===== src/lcc_map.svh =====
`ifndef LCC_MAP_SVH
`define LCC_MAP_SVH
// Cell count of one cluster and table sizes.
`define LCC_CELLS 8
`define LCC_LUT4_BITS 16
`define LCC_LUT3_BITS 8
// Cell mode encodings.
`define LCC_MODE_NORMAL 2'h0
`define LCC_MODE_ARITH 2'h1
`define LCC_MODE_COUNT 2'h2
// Flip-flop reset value.
`define LCC_FF_RST 1'h0
`endif


===== src/lcc_pkg.sv =====
`default_nettype none
`include "lcc_map.svh"
package lcc_pkg;
  // Operating modes of one logic cell.
  typedef enum logic [1:0] {
    LCC_NORMAL = 2'h0,
    LCC_ARITH = 2'h1,
    LCC_COUNT = 2'h2
  } lcc_mode_t;

  // Configuration of one logic cell.
  typedef struct packed {
    lcc_mode_t mode;
    logic [15:0] lut;
    logic carry_as_in3;
    logic casc_en;
    logic reg_out;
    logic pack;
  } lcc_cfg_t;

  // Data and control inputs of one logic cell.
  typedef struct packed {
    logic [3:0] data;
    logic ena;
    logic clr;
    logic pre;
    logic cnt_en;
    logic up;
    logic sload;
  } lcc_in_t;

  // The two outputs of one logic cell.
  typedef struct packed {
    logic local_out;
    logic route_out;
  } lcc_out_t;
endpackage
`default_nettype wire


===== src/lcc_cluster.sv =====
`default_nettype none
`include "lcc_map.svh"
// Function
// Cluster holds eight cells, one local interconnect.
// Cell has table, flip-flop, carry, cascade.
// Carry-in feeds table and next carry.
// Long chains continue to cluster two away.
// Chain breaks at mid-row RAM block.
// Adder uses n plus one cells.
// Output selects sum or registered value.
// Cascade combines by AND, or OR inverted.
// Each cascaded cell adds four inputs.
// Normal mode four-input table, carry selectable.
// Arithmetic mode two three-input tables.
// Counter mode enables, direction, load paths.
// Packing registers fourth input directly.
// Chain start uses neutral cascade, constant carry.
// Enabled flip-flop, clear/preset override clock; here both act only at the clock edge.
module lcc_cluster #(
  parameter int CELLS = `LCC_CELLS
) (
  // Clock and reset.
  input wire logic clk,
  input wire logic resetn,
  // Per-cell configuration and cluster-wide chain controls.
  input wire lcc_pkg::lcc_cfg_t cfg [CELLS],
  input wire logic casc_or,
  input wire logic chain_start,
  input wire logic carry_const,
  input wire logic chain_break,
  // Per-cell inputs.
  input wire lcc_pkg::lcc_in_t cell_in [CELLS],
  // Chains from the cluster two positions lower in the row.
  input wire logic carry_in,
  input wire logic casc_in,
  // Cell outputs.
  output lcc_pkg::lcc_out_t cell_out [CELLS],
  // Chains toward the cluster two positions higher in the row.
  output logic carry_out,
  output logic casc_out
);
  import lcc_pkg::*;

  logic [CELLS:0] carry_c;
  logic [CELLS:0] casc_c;
  logic [CELLS-1:0] ff_q;
  logic [CELLS-1:0] ff_d;
  logic [CELLS-1:0] comb_c;

  // At chain start the first cell takes a configured carry and the neutral cascade value. R14
  // The OR form carries inverted values, so neutral is one either way. R8
  assign carry_c[0] = chain_start ? carry_const : carry_in;
  assign casc_c[0] = chain_start ? 1'h1 : (casc_or ? ~casc_in : casc_in);

  // Mid-row breaks end the chain; the next cluster must start fresh. R5
  assign carry_out = chain_break ? 1'h0 : carry_c[CELLS];
  assign casc_out = chain_break ? 1'h0 : (casc_or ? ~casc_c[CELLS] : casc_c[CELLS]);

  // Eight cells share the local inputs; the loop keeps them identical. R1 R2
  for (genvar i = 0; i < CELLS; i++) begin : g_cell
    logic [3:0] d;
    logic [3:0] idx4;
    logic [2:0] idx3;
    logic lut4_o;
    logic lut3_a;
    logic lut3_b;
    logic f_o;
    logic casc_v;
    assign d = cell_in[i].data;
    // Normal mode: fourth input is carry-in or fourth data input. R10
    assign idx4 = {cfg[i].carry_as_in3 ? carry_c[i] : d[3], d[2], d[1], d[0]};
    assign lut4_o = cfg[i].lut[idx4];
    // Arithmetic mode: two three-input tables on carry and data; counter mode on carry, up and register. R11
    assign idx3 = (cfg[i].mode == LCC_COUNT) ? {carry_c[i], cell_in[i].up, ff_q[i]}
                                             : {carry_c[i], d[1], d[0]};
    assign lut3_a = cfg[i].lut[idx3];
    assign lut3_b = cfg[i].lut[{1'h1, idx3}];
    assign f_o = (cfg[i].mode == LCC_NORMAL) ? lut4_o : lut3_a;
    // Cascade AND on true values; OR uses inverted inputs and output. R8 R9
    assign casc_v = casc_or ? ~f_o : f_o;
    assign casc_c[i+1] = cfg[i].casc_en ? (casc_c[i] & casc_v) : casc_c[i];
    assign comb_c[i] = cfg[i].casc_en ? (casc_or ? ~casc_c[i+1] : casc_c[i+1]) : f_o;
    // Carry-out from the second table; normal mode passes carry through, a counter with cnt_en low gives zero. R3 R6
    assign carry_c[i+1] = (cfg[i].mode == LCC_NORMAL) ? carry_c[i]
                          : (cfg[i].mode == LCC_COUNT && !cell_in[i].cnt_en) ? 1'h0
                          : lut3_b;

    // Next flip-flop value: packed data, sync load, counter hold or table. R12 R13
    always_comb begin
      if (cfg[i].pack) begin
        ff_d[i] = d[3];
      end else if (cfg[i].mode == LCC_COUNT && cell_in[i].sload) begin
        ff_d[i] = d[2];
      end else if (cfg[i].mode == LCC_COUNT && !cell_in[i].cnt_en) begin
        ff_d[i] = ff_q[i];
      end else begin
        ff_d[i] = comb_c[i];
      end
    end

    // Clear and preset win over the enable at the clock edge; clear wins over preset. R15
    // Sampling is synchronous here, a trade made for single-clock timing.
    always_ff @(posedge clk) begin
      if (!resetn) begin
        ff_q[i] <= `LCC_FF_RST;
      end else if (cell_in[i].clr) begin
        ff_q[i] <= 1'h0;
      end else if (cell_in[i].pre) begin
        ff_q[i] <= 1'h1;
      end else if (cell_in[i].ena) begin
        ff_q[i] <= ff_d[i];
      end
    end

    // Packed cells drive route from the register and local from the table. R7 R13
    always_comb begin
      if (cfg[i].pack) begin
        cell_out[i].route_out = ff_q[i];
        cell_out[i].local_out = comb_c[i];
      end else begin
        cell_out[i].route_out = cfg[i].reg_out ? ff_q[i] : comb_c[i];
        cell_out[i].local_out = cfg[i].reg_out ? ff_q[i] : comb_c[i];
      end
    end
  end
endmodule
`default_nettype wire


===== config.mk =====
export PLATFORM = sky130hd
export DESIGN_NAME = lcc_cluster
export DESIGN_NICKNAME = d
export VERILOG_FILES = /design/src/lcc_pkg.sv /design/src/lcc_cluster.sv
export VERILOG_INCLUDE_DIRS = /design/src
export SDC_FILE = /design/constraint.sdc
export NUM_CORES = 1
export LEC_CHECK = 0
export ABC_AREA = 1
export BUFFER_PORTS_ARGS = -buffer_cell sky130_fd_sc_hd__buf_2
export CELL_PAD_IN_SITES_DETAIL_PLACEMENT = 0
export CELL_PAD_IN_SITES_GLOBAL_PLACEMENT = 1
export CORE_MARGIN = 3
export CORE_UTILIZATION = 26
export DETAILED_ROUTE_END_ITERATION = 16
export HOLD_SLACK_MARGIN = 0.06
export PLACE_DENSITY_LB_ADDON = 0.1
export SETUP_SLACK_MARGIN = 0.02
export SLEW_MARGIN = 20
export SYNTH_ARGS = -nofsm -noshare
export SYNTH_HDL_FRONTEND = slang
export SYNTH_SLANG_ARGS = --single-unit
export TNS_END_PERCENT = 5

===== constraint.sdc =====
create_clock -name clk -period 3.65 [get_ports clk]
set_input_delay 0.365 -clock clk [delete_from_list [all_inputs] [get_ports clk]]
set_output_delay 0.365 -clock clk [all_outputs]
set_load 0.01 [all_outputs]

==> run metrics, run 1 <==
Cell variety after synth=48; final wirelength=19640 um; Rel. slew slack=66.30%; status=finished, violations left; Synth top area share=between 15 and 20%; Routed WL per cell=between 10 and 15 um; hold_buf cts=0; max_cap viols=0; H-tree levels=1; Synth Register Bits=8; Nets=roughly 1500; first-pass GRT wire length=31350 um; CP max stage delay=150 ps; layout cells sized above 1=38.66%; Logic pwr share=roughly 80%; Largest register FFs=8; PortBufs=281; final hold vios=0; ys flop type=dfxtp_1; First-pass DRT Iterations=4; CP most frequent cell=nand2_2; FMAX=0.2544 GHz; startpoint types=primary input; final setup violation count=8; # DRC=0; crit path max fanout=6; r2r startpoint=ff_q[0]$_SDFFE_PP0P_; post-DP HPWL=17210 um; Finished Cell Area=0.006782 sq mm; top-level I/O count=about 280; clock sink count=8; Seq pwr share=under 10%; Mapped Cells=approximately 840; clock root buffer master=clkbuf_16; CORE AREA=between 0.015 and 0.02 sq mm; Peak VDD IR=~110 uV; internal power=0.7131 mW; Num CTS Buffers=3; Mapped Area=~0.0042 sq mm; vias in the first global route=between 6000 and 7000; dominant cell type by area after synthesis=nand2_1; fin crit share=107.7%; die extent in y=~130 um; CTS tree=yes; Leak Pwr=3.694 nW; Sw Pwr=0.6409 mW; clock share of power=~15%; WHS Endpoint=ff_q[0]$_SDFFE_PP0P_; Critical Path Start=cfg[174]; Final Max Slew Viols=0; top post-synthesis cells by count=190 x nand2_1, 130 x inv_1, 111 x o21ai_0, 97 x a21oi_1, 84 x nor2_1; Rows=45; switching fraction of total power=47.34%; DR iter-0 viols=just under 300; Starting Density=a little over a quarter; layout overhead on the synthesized area=60.74%; CP Data Arrival Time=roughly 3600 ps; clock latency on the worst-skew pair=240 ps; initial antenna violation count=2; vias after detailed routing=slightly below 7000; clock-pin slew on the worst setup and hold paths=approximately 40 ps; Final min period=~3900 ps; most numerous cell in the Yosys netlist=nand2_1; Crit Path Category=primary input to output port; CP required=between 3000 and 4000 ps; asr flop ratio synth=0%; reg2reg end=ff_q[7]$_SDFFE_PP0P_; hold path cells=2; Reg with most FFs=ff_q; pin count of the biggest net entering global routing=15; post-route insts no fill=between 1000 and 1500; worst slew pin tran=about 500 ps; Post-Syn Area per Cell=5.017 sq um; total gr overflow=0; Worst setup EP type=output port; full die area=0.01779 sq mm; violated checks=setup timing; placed inst area=between 0.006 and 0.007 sq mm; die width=around 130 um; power per cell area=about 200 mW/mm^2; top cells by area, synth=nand2_1 17%, o21ai_0 13%, inv_1 12%; Final ANT Viol Nets=0; vias per cell=approximately 4.8; total power=~1.4 mW; Largest regs=ff_q (8); Tightest Hold Check Type=primary input to flop; Post-synth EDFFs=0; Ys Warns=0; FF-to-FF path depth=39; CP max stage cell=a21oi_2; Seq/Total Area, Yosys=under 10%; final RePlAce weighted congestion=0.9315; FILL cells=1809; total track usage=approximately a fifth; Worst R2R Setup Slack=-190 ps; RSZ-0062 raised after global routing=yes; setup ws final=-281.3 ps; Syn Nets=between 1000 and 1500; Max Clock Skew=~0.64 ps; Inst Count DP=between 1000 and 1500; Max Buffers Root-to-Sink=2; HP Start=cell_in[74]
cell type report:
class                      instances  area (sq um)  area share (%)
timing repair buffer             374          2123           31.31
antenna                            1         2.502         0.03690
tap                              211         264.0           3.893
clock buffer                       3         75.07           1.107
inverter                         143         551.8           8.137
sequential                         8         161.4           2.380
multi-input combinational        680          3603           53.14
routing by layer:
metal,part of all wire [%],wire length (um),track usage (%)
met1,44,8706,27.23
met2,47,9318,36.03
met3,7.2,1414,4.381
met4,0.98,192,2.686
met5,0.036,7,0
per-stage QoR:
stage | TNS, ps | setup slack, ps | utilization [%] | hold WS, ps
after floorplan | 0 | 248.2 | - | 437.8
after global placement | -1580 | -280.7 | 41.64 | 529.7
after detailed placement | -1952 | -346.9 | 41.64 | 532.4
after CTS | -1543 | -256.6 | 42.82 | 269.4
after global routing | -5281 | -685.5 | 43.64 | 279.5
final | -1601 | -281.3 | 43.64 | 279.2
power by group through the flow:
stage	Combinational (mW)	Sequential, mW	Clock (mW)
after global routing	1.19	0.0990	0.213
final	1.05	0.0983	0.203
after detailed placement	0.982	0.0994	0
after global placement	0.982	0.0995	0
after CTS	1.02	0.0981	0.212
after floorplan	0.533	0.0980	0
worst max-delay path: cells and delay by family:
family / cells / cell delay (ps)
simple gates: 30 / 2300
compound gates: 5 / 480
buf+inv: 4 / 430
logic make-up (layout without fill, tap and decap cells):
logic type,after synthesis,count (layout),share of synthesized area [%]
flops,8,8,3.796
simple gates,363,363,36.89
other cells,0,1,0
compound gates,317,317,45.23
buf+inv,153,520,14.09
worst max-delay path by stage:
stage,end,slack (ps)
after floorplan,cell_out[1],250
after CTS,cell_out[1],-260
final,cell_out[1],-280
after global routing,cell_out[1],-690
after detailed placement,cell_out[3],-350
after global placement,cell_out[3],-280
layout by cell type, fill, tap and decap left out, drive strengths merged, types with 5 or more instances in the layout:
master | Yosys | layout
nor2 | 88 | 88
o22ai | 5 | 5
nand2 | 214 | 214
o21ai | 139 | 139
buf | 3 | 374
a211oi | 8 | 8
o211ai | 17 | 17
o31ai | 7 | 7
a21oi | 98 | 98
inv | 138 | 139
a31oi | 8 | 8
a32o | 9 | 9
nand3 | 56 | 56
dfxtp | 8 | 8
timing repair:
action / 4_1_cts / 5_1_grt
setup endpoints to repair: 8 / 17
resized for setup: 18 / 29
pin swaps: 12 / 13
setup buffers: 8 / 3
endpoints found under the hold margin: 0 / 0
Power figures use the tool's default switching activity.
==> run 2: changes to the inputs <==
Settings changed: REMOVE_ABC_BUFFERS set to 1.
==> run metrics, run 2 (same netlist as run 1, synthesis figures left out) <==
status=finished, violations left; violated checks=setup timing; top-level I/O count=~280; vias after detailed routing=approximately 6800; RSZ-0062 raised after global routing=yes; pre-CTS setup slack=-329.8 ps; commonest cells after routing, fill and taps aside=281 x buf_2, 182 x nand2_1, 129 x inv_1; Max Buffers Root-to-Sink=2; Sw Pwr=0.6448 mW; HP Start=cell_in[64]; final hold vios=0; PortBufs=281; FF-to-FF path depth=39; die extent in y=133.4 um; Tightest Hold Check Type=primary input to flop; layout cells sized above 1=roughly 38%; switching fraction of total power=47.92%; FILL cells=around 1800; crit path max fanout=4; # DRC=0; CP max stage delay=190 ps; vias in the first global route=6536; CORE AREA=about 0.016 sq mm; clock latency on the worst-skew pair=250 ps; first-pass GRT wire length=slightly above 30000 um; Leak Pwr=roughly 3.6 nW; full die area=between 0.015 and 0.02 sq mm; setup ws final=-328.2 ps; clock share of power=approximately 15%; Rel. slew slack=~65%; Starting Density=a little over a quarter; Logic pwr share=between 70 and 80%; internal power=0.7008 mW; Largest regs=ff_q (8); max_cap viols=0; hold_buf cts=0; Num CTS Buffers=3; CP Data Arrival Time=3610 ps; CP most frequent cell=nand2_2; die width=roughly 130 um; WHS Endpoint=ff_q[1]$_SDFFE_PP0P_; Final ANT Viol Nets=0; clock sink count=8; Nets=1464; final wirelength=a little under 20000 um; Seq pwr share=under 10%; startpoint types=primary input; total track usage=20.79%; post-DP HPWL=between 15000 and 20000 um; H-tree levels=1; CTS tree=yes; Peak VDD IR=114.7 uV; CP max stage cell=nor2_4; Routed WL per cell=around 14 um; layout overhead on the synthesized area=59.13%; hold path cells=2; power per cell area=around 200 mW/mm^2; fin crit share=109.0%; total gr overflow=0; reg2reg end=ff_q[7]$_SDFFE_PP0P_; Worst setup EP type=output port; Finished Cell Area=0.006714 sq mm; placed inst area=around 0.0064 sq mm; Crit Path Category=primary input to output port; clock-pin slew on the worst setup and hold paths=50 ps; FMAX=~0.25 GHz; final setup violation count=7; Max Clock Skew=7.522 ps; Final Max Slew Viols=0; initial antenna violation count=4; CP required=about 3300 ps; pin count of the biggest net entering global routing=15; most common cell after layout, fill and taps aside=buf_2; DR iter-0 viols=258; Rows=between 40 and 50; Largest register FFs=8; vias per cell=roughly 4.8; Worst R2R Setup Slack=~210 ps; clock root buffer master=clkbuf_16; Final min period=3978 ps; worst slew pin tran=about 520 ps; hold_ws=around 270 ps; First-pass DRT Iterations=5; r2r startpoint=ff_q[0]$_SDFFE_PP0P_; final RePlAce weighted congestion=just under 0.9; Reg with most FFs=ff_q
[run 2: worst max-delay path, delay by kind of cell]
| family | cells | cell delay, ps |
|---|---|---|
| AO/OA/AOI/OAI | 4 | 450 |
| buffers and inverters | 4 | 420 |
| AND/OR/NAND/NOR | 29 | 2360 |
[run 2: layout make-up]
class	instances	area, sq um	area share (%)
diodes	4	10.01	0.1491
clock buffers	3	75.07	1.118
inverters	143	550.5	8.200
multi-input cells	680	3621	53.93
flip-flops and latches	8	163.9	2.441
well taps	211	264.0	3.932
repair buffers	364	2029	30.23
[run 2: repair_timing]
item                                    CTS  global route
pin swaps                                 2            25
buffers inserted                          2             3
resized for setup                        13            31
endpoints found under the setup margin    7            16
[run 2: power by group through the flow]
| stage | registers (mW) | logic [mW] | clock network, mW |
|---|---|---|---|
| after floorplan | 0.0980 | 0.521 | 0 |
| after global placement | 0.0993 | 0.979 | 0 |
| after detailed placement | 0.0991 | 0.976 | 0 |
| after CTS | 0.0978 | 0.995 | 0.214 |
| after global routing | 0.0984 | 1.17 | 0.217 |
| final | 0.0976 | 1.04 | 0.207 |
[run 2: per-layer routing]
metal | track usage [%] | share of wire, % | vias up | routed length, um
li1 | - | - | 3581 | -
met1 | 26.27 | 45 | 2929 | 8794
met2 | 36.00 | 46 | 235 | 9089
met3 | 5.136 | 7.3 | 25 | 1422
met4 | 4.171 | 1.5 | 2 | 291
met5 | 0 | 0.066 | - | 13
[run 2: worst max path at each step]
stage / startpoint / endpoint / slack [ps] / cells past startpoint
floorplan: cfg[131] / cell_out[1] / 290 / 33
global placement: chain_start / cell_out[1] / -350 / 26
detailed placement: chain_start / cell_out[1] / -330 / 26
CTS: cfg[153] / cell_out[1] / -280 / 38
global route: cfg[174] / cell_out[1] / -730 / 41
finish: cfg[152] / cell_out[1] / -330 / 37
[run 2: stage by stage]
stage	total power, mW	setup TNS [ps]	instances	utilization, %
final	1.346	-1481	1413	43.20
after global routing	1.484	-5361	1412	43.19
after CTS	1.307	-1305	1406	42.21
after detailed placement	1.075	-1599	1401	41.37
after global placement	1.078	-1703	1401	41.37
after floorplan	0.6187	0	831	-
